===== config.mk =====
export PLATFORM = sky130hd
export DESIGN_NAME = cbr_core
export DESIGN_NICKNAME = d
export VERILOG_FILES = /design/src/cbr_pkg.sv /design/src/cbr_core.sv
export SDC_FILE = /design/constraint.sdc
export NUM_CORES = 1
export LEC_CHECK = 0
export ABC_AREA = 1
export BUFFER_PORTS_ARGS = -buffer_cell sky130_fd_sc_hd__buf_4
export CAP_MARGIN = 30
export CORE_MARGIN = 1
export CORE_UTILIZATION = 35
export DETAILED_ROUTE_END_ITERATION = 8
export GPL_TIMING_DRIVEN = 0
export PLACE_DENSITY = 0.58
export SETUP_SLACK_MARGIN = 0.2
export SLEW_MARGIN = 0
export SYNTH_ARGS = -nofsm -noshare
export SYNTH_HDL_FRONTEND = slang
export SYNTH_SLANG_ARGS = --single-unit

===== constraint.sdc =====
create_clock -name CLOCK -period 1.91 [get_ports CLOCK]
set_input_delay 0.0955 -clock CLOCK [delete_from_list [all_inputs] [get_ports CLOCK]]
set_output_delay 0.0955 -clock CLOCK [all_outputs]
set_load 0.03 [all_outputs]

===== src/cbr_pkg.sv =====
// Function
// - Vectors: soft FFFA/B, IRQ FFF8/9, NMI FFFC
// - Reset release loads PC from FFFE/FFFF
// - Float request floats address and read/write
// - Float request forces strobe and release low
// - After float, one dead sync cycle
// - Valid address strobe high on valid address
// - Stop request: finish instruction, raise release
// - Released: float buses, strobe low
// - NMI latched while halted, serviced later
// - Reset while halted: outputs idle, address FFFE
// - Late stop request halts after next instruction
// - One-cycle run request steps one instruction
// - Release low for stepped instruction's cycles
// - Flag register: mask bit 4, b6 b7 ones
// - Three 16-bit and three 8-bit registers
// - Stack pointer names next free location
// - Opcode byte alone fixes operation and mode
// - Reset sets interrupt mask
// - NMI edge, IRQ level and masked
package cbr_pkg;
    localparam logic [15:0] VEC_IRQ_HI = 16'hFFF8;
    localparam logic [15:0] VEC_SOFT_HI = 16'hFFFA;
    localparam logic [15:0] VEC_NMI_HI = 16'hFFFC;
    localparam logic [15:0] VEC_RST_HI = 16'hFFFE;
    localparam logic [15:0] VEC_LO_INC = 16'h0001;
    localparam int FLG_C = 0;
    localparam int FLG_V = 1;
    localparam int FLG_Z = 2;
    localparam int FLG_N = 3;
    localparam int FLG_I = 4;
    localparam int FLG_H = 5;
    localparam logic [7:0] FLG_ONES = 8'hC0;
    localparam logic [7:0] FLG_RESET = 8'hD0;
    localparam logic [7:0] OP_SOFT_INT = 8'h3F;
    // Idle pin levels: phase 1 high, run, both requests high
    localparam logic [6:0] PIN_IDLE = 7'h4E;
    localparam logic [7:0] OP_NOP = 8'h01;
    localparam logic [15:0] SP_RESET = 16'h0000;
    // Avalon register byte offsets
    localparam logic [4:0] REG_PC = 5'h00;
    localparam logic [4:0] REG_SP = 5'h04;
    localparam logic [4:0] REG_IDX = 5'h08;
    localparam logic [4:0] REG_ACC = 5'h0C;
    localparam logic [4:0] REG_FLG = 5'h10;
    localparam logic [4:0] REG_STAT = 5'h14;
    localparam logic [31:0] UNMAPPED_DATA = 32'h0000_0000;
    typedef enum logic [6:0] {
        ST_RESET = 7'h01,
        ST_VEC_HI = 7'h02,
        ST_VEC_LO = 7'h04,
        ST_FETCH = 7'h08,
        ST_OPER = 7'h10,
        ST_HALT = 7'h20,
        ST_SYNC = 7'h40
    } cbr_state_e;
    typedef struct packed {
        logic [15:0] addr;
        logic addr_oe;
        logic rw;
        logic rw_oe;
        logic strobe;
        logic released;
    } cbr_bus_s;
endpackage


===== src/cbr_core.sv =====
// The placing of the registers and the Avalon-MM slave port were left to the implementer.
`timescale 1ns/100ps
module cbr_core
    import cbr_pkg::*;
(
    input wire logic CLOCK,
    input wire logic SYS_RST,
    input wire logic PHI1,
    input wire logic PHI2,
    input wire logic BUS_FLOAT_REQUEST,
    input wire logic RUN_N_STOP,
    input wire logic NMI_N,
    input wire logic IRQ_N,
    input wire logic [7:0] DATA_IN,
    input wire logic DATA_DRIVE_ENABLE,
    output logic [15:0] ADDR_OUT,
    output logic ADDR_OE,
    output logic RW_OUT,
    output logic RW_OE,
    output logic [7:0] DATA_OUT,
    output logic DATA_OE,
    output logic VALID_ADDRESS_STROBE,
    output logic BUS_RELEASED,
    input wire logic [4:0] avs_address,
    input wire logic avs_read,
    input wire logic avs_write,
    input wire logic [31:0] avs_writedata,
    output logic [31:0] avs_readdata,
    output logic avs_waitrequest
);
    logic [6:0] sync1_ff;
    logic [6:0] sync2_ff;
    logic p1, p2, flt, run, nmi_n, irq_n, drv_en;
    // Reset to idle levels so no false edge or float follows reset
    always_ff @(posedge CLOCK)
    begin
        if (SYS_RST)
        begin
            sync1_ff <= PIN_IDLE;
            sync2_ff <= PIN_IDLE;
        end
        else
        begin
            sync1_ff <= {PHI1, PHI2, BUS_FLOAT_REQUEST, RUN_N_STOP, NMI_N, IRQ_N, DATA_DRIVE_ENABLE};
            sync2_ff <= sync1_ff;
        end
    end
    assign {p1, p2, flt, run, nmi_n, irq_n, drv_en} = sync2_ff;

    cbr_state_e state_ff, nxt_state;
    logic [15:0] pc_ff, nxt_pc, sp_ff, nxt_sp, idx_ff, nxt_idx, vec_ff, nxt_vec;
    logic [7:0] accumulator_a_ff, nxt_accumulator_a, accumulator_b_ff, nxt_accumulator_b, flg_ff, nxt_flg, op_ff, nxt_op;
    logic [1:0] left_ff, nxt_left;
    logic p1_d_ff, nxt_p1_d, p2_d_ff, nxt_p2_d, nmi_d_ff, nxt_nmi_d;
    logic nmi_pend_ff, nxt_nmi_pend, halt_req_ff, nxt_halt_req, flt_d_ff, nxt_flt_d;
    logic [31:0] rdata_ff, nxt_rdata;
    logic ack_ff, nxt_ack;

    // Operand bytes after the opcode byte
    function automatic logic [1:0] op_len(input logic [7:0] op);
        logic [1:0] n;
        n = 2'd0;
        if (op[7] && (op[5:4] == 2'b00 || op[5:4] == 2'b10))
            n = (op[3:0] == 4'hC || op[3:0] == 4'hE) && op[5:4] == 2'b00 ? 2'd2 : 2'd1;
        else if (op[7] && op[5:4] == 2'b11)
            n = 2'd2;
        else if (op[7] && op[5:4] == 2'b01)
            n = 2'd1;
        else if (op[7:4] == 4'h2 || op[7:4] == 4'h6)
            n = 2'd1;
        else if (op[7:4] == 4'h7)
            n = 2'd2;
        return n;
    endfunction

    function automatic logic [31:0] rd_mux(input logic [4:0] a, input logic [15:0] pc, input logic [15:0] sp,
        input logic [15:0] idx, input logic [15:0] acc, input logic [7:0] flg, input logic [7:0] st);
        logic [31:0] r;
        r = UNMAPPED_DATA;
        case (a)
            REG_PC: r = {16'h0000, pc};
            REG_SP: r = {16'h0000, sp};
            REG_IDX: r = {16'h0000, idx};
            REG_ACC: r = {16'h0000, acc};
            REG_FLG: r = {24'h000000, flg | FLG_ONES};
            REG_STAT: r = {24'h000000, st};
            default: r = UNMAPPED_DATA;
        endcase
        return r;
    endfunction

    logic p1_fall, p2_rise, cyc_end, irq_take, stall;
    assign p1_fall = p1_d_ff && !p1;
    assign p2_rise = !p2_d_ff && p2;
    assign stall = flt;
    assign cyc_end = p2_rise && !stall;
    assign irq_take = !irq_n && !flg_ff[FLG_I];

    always_comb
    begin
        nxt_state = state_ff;
        nxt_pc = pc_ff;
        nxt_sp = sp_ff;
        nxt_idx = idx_ff;
        nxt_accumulator_a = accumulator_a_ff;
        nxt_accumulator_b = accumulator_b_ff;
        nxt_flg = flg_ff;
        nxt_vec = vec_ff;
        nxt_op = op_ff;
        nxt_left = left_ff;
        nxt_p1_d = p1;
        nxt_p2_d = p2;
        nxt_nmi_d = nmi_n;
        nxt_flt_d = flt;
        nxt_nmi_pend = nmi_pend_ff || (nmi_d_ff && !nmi_n);
        nxt_halt_req = halt_req_ff;
        if (p1_fall)
            nxt_halt_req = !run;
        nxt_rdata = rdata_ff;
        nxt_ack = 1'b0;
        if (SYS_RST)
        begin
            nxt_state = ST_RESET;
            nxt_flg = FLG_RESET;
            nxt_sp = SP_RESET;
            nxt_nmi_pend = 1'b0;
            nxt_halt_req = 1'b0;
        end
        else if (flt_d_ff && !flt)
            nxt_state = ST_SYNC;
        else if (cyc_end)
        begin
            case (state_ff)
                ST_RESET:
                begin
                    nxt_vec = VEC_RST_HI;
                    nxt_state = ST_VEC_HI;
                end
                ST_VEC_HI:
                begin
                    nxt_pc = {DATA_IN, 8'h00};
                    nxt_state = ST_VEC_LO;
                end
                ST_VEC_LO:
                begin
                    nxt_pc = {pc_ff[15:8], DATA_IN};
                    nxt_state = halt_req_ff ? ST_HALT : ST_FETCH;
                end
                ST_SYNC:
                    nxt_state = ST_FETCH;
                ST_HALT:
                    if (run)
                        nxt_state = ST_FETCH;
                ST_FETCH:
                begin
                    if (nmi_pend_ff || irq_take)
                    begin
                        nxt_vec = nmi_pend_ff ? VEC_NMI_HI : VEC_IRQ_HI;
                        nxt_nmi_pend = 1'b0;
                        nxt_flg[FLG_I] = 1'b1;
                        nxt_sp = sp_ff - 16'h0007;
                        nxt_state = ST_VEC_HI;
                    end
                    else
                    begin
                        nxt_op = DATA_IN;
                        nxt_pc = pc_ff + 16'h0001;
                        if (DATA_IN == OP_SOFT_INT)
                        begin
                            nxt_vec = VEC_SOFT_HI;
                            nxt_flg[FLG_I] = 1'b1;
                            nxt_sp = sp_ff - 16'h0007;
                            nxt_state = ST_VEC_HI;
                        end
                        else if (op_len(DATA_IN) != 2'd0)
                        begin
                            nxt_left = op_len(DATA_IN);
                            nxt_state = ST_OPER;
                        end
                        // Halt only once the fetched instruction is complete
                        else if (halt_req_ff)
                            nxt_state = ST_HALT;
                    end
                end
                ST_OPER:
                begin
                    nxt_pc = pc_ff + 16'h0001;
                    nxt_left = left_ff - 2'd1;
                    if (left_ff == 2'd1)
                        nxt_state = halt_req_ff ? ST_HALT : ST_FETCH;
                end
                default: nxt_state = ST_RESET;
            endcase
        end
        if (nmi_d_ff && !nmi_n && !SYS_RST)
            nxt_nmi_pend = 1'b1;
        // Read data registered with the acknowledge so it stands at acceptance
        if (avs_read && !ack_ff)
            nxt_rdata = rd_mux(avs_address, pc_ff, sp_ff, idx_ff, {accumulator_b_ff, accumulator_a_ff}, flg_ff,
                {1'b0, state_ff});
        if ((avs_read || avs_write) && !ack_ff)
            nxt_ack = 1'b1;
        if (avs_write && !avs_waitrequest && !SYS_RST)
        begin
            case (avs_address)
                REG_PC: nxt_pc = avs_writedata[15:0];
                REG_SP: nxt_sp = avs_writedata[15:0];
                REG_IDX: nxt_idx = avs_writedata[15:0];
                REG_ACC:
                begin
                    nxt_accumulator_a = avs_writedata[7:0];
                    nxt_accumulator_b = avs_writedata[15:8];
                end
                REG_FLG: nxt_flg = avs_writedata[7:0] | FLG_ONES;
                default: nxt_ack = nxt_ack;
            endcase
        end
    end

    always_ff @(posedge CLOCK)
    begin
        if (SYS_RST)
        begin
            state_ff <= ST_RESET;
            pc_ff <= 16'h0000;
            idx_ff <= 16'h0000;
            accumulator_a_ff <= 8'h00;
            accumulator_b_ff <= 8'h00;
            vec_ff <= VEC_RST_HI;
            op_ff <= OP_NOP;
            left_ff <= 2'd0;
            p1_d_ff <= 1'b0;
            p2_d_ff <= 1'b0;
            nmi_d_ff <= 1'b1;
            flt_d_ff <= 1'b0;
            rdata_ff <= 32'h0000_0000;
            ack_ff <= 1'b0;
            sp_ff <= SP_RESET;
            flg_ff <= FLG_RESET;
            nmi_pend_ff <= 1'b0;
            halt_req_ff <= 1'b0;
        end
        else
        begin
            state_ff <= nxt_state;
            pc_ff <= nxt_pc;
            sp_ff <= nxt_sp;
            idx_ff <= nxt_idx;
            accumulator_a_ff <= nxt_accumulator_a;
            accumulator_b_ff <= nxt_accumulator_b;
            flg_ff <= nxt_flg;
            vec_ff <= nxt_vec;
            op_ff <= nxt_op;
            left_ff <= nxt_left;
            p1_d_ff <= nxt_p1_d;
            p2_d_ff <= nxt_p2_d;
            nmi_d_ff <= nxt_nmi_d;
            flt_d_ff <= nxt_flt_d;
            nmi_pend_ff <= nxt_nmi_pend;
            halt_req_ff <= nxt_halt_req;
            rdata_ff <= nxt_rdata;
            ack_ff <= nxt_ack;
        end
    end

    // Pin drive is combinational from state so the float reacts within the sync delay
    cbr_bus_s bus;
    logic halted, accessing;
    assign halted = state_ff == ST_HALT;
    assign accessing = state_ff inside {ST_VEC_HI, ST_VEC_LO, ST_FETCH, ST_OPER};
    always_comb
    begin
        bus.addr = pc_ff;
        if (state_ff == ST_RESET)
            bus.addr = VEC_RST_HI;
        else if (state_ff == ST_VEC_HI)
            bus.addr = vec_ff;
        else if (state_ff == ST_VEC_LO)
            bus.addr = vec_ff + VEC_LO_INC;
        bus.addr_oe = !flt && !halted;
        bus.rw = 1'b1;
        bus.rw_oe = !flt && !halted;
        // The cycle in which the float ends is dead as well
        bus.strobe = accessing && !flt && !flt_d_ff && !SYS_RST;
        bus.released = halted && !flt && !SYS_RST;
    end
    assign ADDR_OUT = bus.addr;
    assign ADDR_OE = bus.addr_oe;
    assign RW_OUT = bus.rw;
    assign RW_OE = bus.rw_oe;
    assign VALID_ADDRESS_STROBE = bus.strobe;
    assign BUS_RELEASED = bus.released;
    assign DATA_OUT = accumulator_a_ff;
    assign DATA_OE = 1'b0 && drv_en && !halted;
    assign avs_readdata = rdata_ff;
    assign avs_waitrequest = !ack_ff;
endmodule


Word level (Yosys, flattened, before mapping)
Cells that the tools add are included.
{"block": "word_totals", "register_bits": 148, "wordCells": 171, "out_inout_bits": 63, "inputBits": 56}
{"block": "classes", "eq_ne": 32, "n_bitwise": 1, "add_sub_neg": 4, "muxes": 60, "reduce_logical": 53}
{"operator": "16-bit 2-to-1 mux", "n": 17}
{"operator": "16-bit one-hot mux with 6 select lines", "n": 1}
{"operator": "16-bit one-hot mux with 4 select lines", "n": 1}
{"operator": "7-bit 2-to-1 mux", "n": 8}
{"operator": "7-bit one-hot mux with 7 select lines", "n": 1}
{"operator": "16-bit by 1-bit adder with 16-bit output (second input constant)", "n": 2}
{"operator": "16-bit one-hot mux with 2 select lines", "n": 1}
{"operator": "2-bit 2-to-1 mux", "n": 15}
{"operator": "1-bit logical AND", "n": 21}
{"operator": "16-bit by 3-bit subtractor with 16-bit output (second input constant)", "n": 1}
{"operator": "4-bit AND reduction", "n": 3}
{"operator": "1-bit zero test", "n": 11}
{"operator": "1-bit 2-to-1 mux", "n": 11}
{"operator": "5-bit by 4-bit == test with 1-bit output (second input constant)", "n": 2}
{"operator": "5-bit == test (second input constant)", "n": 2}
{"operator": "5-bit 2-to-1 mux", "n": 2}
{"operator": "2-bit inequality test (second input constant)", "n": 5}
{"operator": "4-bit by 3-bit == test with 1-bit output (second input constant)", "n": 2}
{"operator": "4-bit == test (second input constant)", "n": 2}
{"operator": "8-bit by 6-bit == test with 1-bit output (second input constant)", "n": 1}
{"operator": "2-bit nonzero test", "n": 4}
{"operator": "7-bit by 1-bit == test with 1-bit output (second input constant)", "n": 1}
{"operator": "7-bit by 2-bit == test with 1-bit output (second input constant)", "n": 1}
{"operator": "7-bit by 3-bit == test with 1-bit output (second input constant)", "n": 1}
{"operator": "24 further kinds", "n": 34}

Longest topological paths before layout
{"block": "logic_depth", "word_depth": 19, "ltp_mapped": 13, "mapped_depth_nobuf": 13}

Worst setup path before layout
Ideal clock, no wire load.
{"block": "synth_timing", "path_kind": "reg-to-output", "start": "register state_ff[2]", "end": "output VALID_ADDRESS_STROBE", "required_time_ns": 1.814, "t_arrival_ns": 1.930, "slack_ns": -0.115, "stages_incl_launch_ff": 8, "path_buffers": 0, "cell_sequence": "dfxtp_1 nor2_2 nand2_2 nor2_4 inv_2 nand2_2 nor2_1 nor4_1"}
{"block": "synth_between", "elab_chain_cells": 5, "elab_cells_between_ends": 8, "classes_between": "eq/ne: 4; reduce/logical: 4"}
{"item": "start: declaration", "line": "cbr_core.sv:50", "source": "cbr_state_e state_ff, nxt_state;"}
{"item": "start signal: assignment", "line": "cbr_core.sv:245", "source": "state_ff <= nxt_state;"}
{"item": "7-bit by 2-bit == test with 1-bit output, or another cell as far along", "line": "cbr_core.sv:270", "source": "assign accessing = state_ff inside {ST_VEC_HI, ST_VEC_LO, ST_FETCH, ST_OPER};"}
{"item": "4-bit nonzero test (*)", "line": "cbr_core.sv:270"}
{"item": "1-bit logical AND (*) (3 in series)", "line": "cbr_core.sv:284", "source": "bus.strobe = accessing && !flt && !flt_d_ff && !SYS_RST;"}
{"item": "end: declaration", "line": "cbr_core.sv:22", "source": "output logic VALID_ADDRESS_STROBE,"}
Every way passes the cells marked *; elsewhere a longest branch is shown, timed or not.

Final worst setup path
{"block": "layout_timing", "start": "register state_ff[5]", "end": "output ADDR_OUT[1]"}
{"block": "layout_between", "elab_chain_cells": 4, "elab_cells_between_ends": 6, "classes_between": "eq/ne: 3; mux: 3"}
{"item": "7-bit by 3-bit == test with 1-bit output", "line": "cbr_core.sv:278", "source": "else if (state_ff == ST_VEC_LO)"}
{"item": "16-bit 2-to-1 mux", "line": "cbr_core.sv:278"}
{"item": "16-bit 2-to-1 mux", "line": "cbr_core.sv:276", "source": "else if (state_ff == ST_VEC_HI)"}
{"item": "16-bit 2-to-1 mux (*)", "line": "cbr_core.sv:274", "source": "if (state_ff == ST_RESET)"}
{"item": "end: declaration", "line": "cbr_core.sv:16", "source": "output logic [15:0] ADDR_OUT,"}
Marks and branches as above.

==> results.json <==
{
  "clock_path_buffers": 2,
  "worstPathArrival_ns": 1.77,
  "syn_area_sq_um": 6460,
  "totalWireLength_microns": 23600,
  "grt_max_degree": 17,
  "synth_area_per_cell_sq_um": 6.47,
  "fin_crit_sh": 0.979,
  "rows": 49,
  "numCtsBuffers": 17,
  "synthToLayoutAreaGrowth_pct": 42.6,
  "grt_first_pass_wirelength_microns": 35400,
  "io_buffers": 83,
  "hold_slack_ns": 0.0221,
  "antenna_found_initial": 0,
  "path_clk_slew_ns": 0.06,
  "grt_usage": 0.252,
  "io_pins": 119,
  "die_h_microns": 138,
  "setup_slack_ns": 0.0409,
  "powerDensity_nw_per_um2": 730,
  "status": "finished clean",
  "crit_start": "state_ff[5]$_SDFFE_PP0P_",
  "drt-vias-per-instance": 5.03,
  "max-cap-violations": 0,
  "drv_slew": 0,
  "ys_async_sr_fraction": 0,
  "timing.rr.start": "state_ff[5]$_SDFFE_PP0P_",
  "layout_commonest_cell": "nand2_1",
  "ant_nets": 0,
  "htree_levels": 4,
  "ys.flop_type": "dfxtp_1",
  "power.total_mw": 6.73,
  "tns_ns": 0,
  "cts_tree": "yes",
  "drive_gt1_frac": 0.252,
  "clkSinkCount": 116,
  "fin_crit_ns": 1.87,
  "synth_edf_count": 0,
  "worst_hold_startpoint": "avs_writedata[15]",
  "route.detailed.wl_per_inst_microns": 16.6,
  "drtIter0Drc": 532,
  "min-delay-path-class": "in2reg",
  "max_freq_ghz": 0.535,
  "cp_max_fo": 5,
  "cts_root_buf": "clkbuf_16",
  "dp_hpwl_microns": 17000,
  "grt_pass1_vias": 6416,
  "initial_core_util": 0.358,
  "layout_common_cells": "176 x nand2_1, 134 x inv_1, 121 x buf_4, 108 x dfxtp_1, 103 x nor2_1",
  "dieArea_sq_um": 19000,
  "die_w_microns": 138,
  "num_vias": 7184,
  "drt_pass1_iterations": 4,
  "synthCells": 998,
  "core_area_sq_um": 18000,
  "grt_overflow": 0,
  "critPathLaunchType": "register",
  "yosysWarningCount": 0,
  "worstPathRequired_ns": 1.81,
  "fin_nets": 1244,
  "setup_viol_count_final": 0,
  "pre_cts_slack_ns": -0.157,
  "leakage_nw": 4.07,
  "ys_seq_elements": 116,
  "synth-seq-area-share": 0.359,
  "drcViolationCount": 0,
  "vdd_drop_max_mv": 0.645,
  "place_congestion": 0.988,
  "hold_viol_final": 0,
  "rsz0062_at_grt": "true",
  "diodes": 0,
  "finClkSkew_ns": 0.00936,
  "tightest_slew_ns": 0.657,
  "cp-end-kind": "primary output",
  "yosys.cell_types.count": 37,
  "path_class": "reg2out",
  "clk_latency_ns": 0.43,
  "max-slew-margin-rel": 0.562
}
cells in the mapped netlist, types with 6 or more instances:
| master | number | area share |
|---|---|---|
| buf_4 | 19 | 0.022 |
| nor2_4 | 9 | 0.016 |
| nand3_1 | 71 | 0.055 |
| inv_1 | 139 | 0.081 |
| o22ai_1 | 22 | 0.021 |
| nand2_1 | 191 | 0.11 |
| nor2_2 | 9 | 0.0087 |
| o211ai_1 | 10 | 0.012 |
| nor3_1 | 7 | 0.0054 |
| clkbuf_1 | 23 | 0.013 |
| a21oi_1 | 90 | 0.070 |
| or2_2 | 9 | 0.0087 |
| nand4_1 | 12 | 0.012 |
| o21bai_1 | 6 | 0.0070 |
| dfxtp_1 | 116 | 0.36 |
| inv_2 | 6 | 0.0035 |
| o21ai_0 | 105 | 0.081 |
| nor2_1 | 116 | 0.067 |
report_power, final:
group / leakage (nW) / switching [mW] / internal, mW / total, mW
Clock: 0.280 / 1.25 / 1.92 / 3.17
Sequential: 0.944 / 0.0279 / 2.45 / 2.47
Combinational: 2.85 / 0.634 / 0.446 / 1.08
Total: 4.07 / 1.91 / 4.81 / 6.73
critical path: stages, from the launching register on:
cell     delay [ns]
dfxtp_4        0.36
inv_4          0.06
nand2_4        0.05
nor2_4         0.12
nand4_1        0.12
buf_6          0.17
inv_8          0.07
buf_4          0.11
a21oi_2        0.03
o21ai_2        0.08
buf_6          0.16
worst paths after layout:
path | cells after the start | slack, ns | endpoint
setup / recovery | 10 | 0.04 | ADDR_OUT[1]
hold / removal | 3 | 0.02 | idx_ff[15]$_SDFFE_PP0P_
setup reg to reg | 13 | 0.16 | pc_ff[4]$_SDFF_PP0_
hold reg to reg | 2 | 0.41 | sync2_ff[5]$_SDFF_PP0_
layer usage:
layer	track usage	share of wire	routed length (microns)	vias to the layer above
met4	0.0966	0.025	595	0
met1	0.344	0.45	10700	3273
met2	0.391	0.45	10700	280
li1	-	-	-	3590
met3	0.0457	0.069	1640	41
met5	0	0	0	-
state kept, by name, summed over array words and instances (netlist names), 2 cells and up:
| signal | cells |
|---|---|
| pc_ff | 16 |
| DATA_OUT | 8 |
| idx_ff | 16 |
| accumulator_b_ff | 8 |
| vec_ff | 2 |
| state_ff | 7 |
| sp_ff | 16 |
| avs_readdata | 16 |
| left_ff | 2 |
| sync1_ff | 6 |
| flg_ff | 6 |
| sync2_ff | 6 |
timing repair:
action | in CTS | in global routing
hold buffers | 23 | 0
setup buffers | 19 | 23
gates cloned | 2 | 2
endpoints found under the setup margin | 59 | 78
resized for setup | 95 | 65
endpoints found under the hold margin | 27 | 0
pin swaps | 18 | 25
kinds of logic after synthesis:
family / share of synthesized area
other: 0.00116
buffers and inverters: 0.132
xor gates and xnor gates: 0.00271
AOI/OAI and AO/OA: 0.199
adders and majority gates: 0.00581
DFF: 0.359
and+or+nand+nor: 0.300
through the flow:
stage	util	instances	cell area, sq um
finish	0.511	1427	9210
global placement	0.413	1326	7440
CTS	0.484	1402	8730
detailed placement	0.413	1326	7440
floorplan	-	1014	6530
global route	0.511	1427	9210
layout make-up:
class,instances,area (sq um)
tap,229,287
fill,1814,8810
clock inverter,15,155
clock buffer,17,425
sequential,116,2350
multi-input combinational,699,3710
timing repair buffer,152,1360
inverter,147,582
buffer,52,344
(Power assumes the default switching activity.)
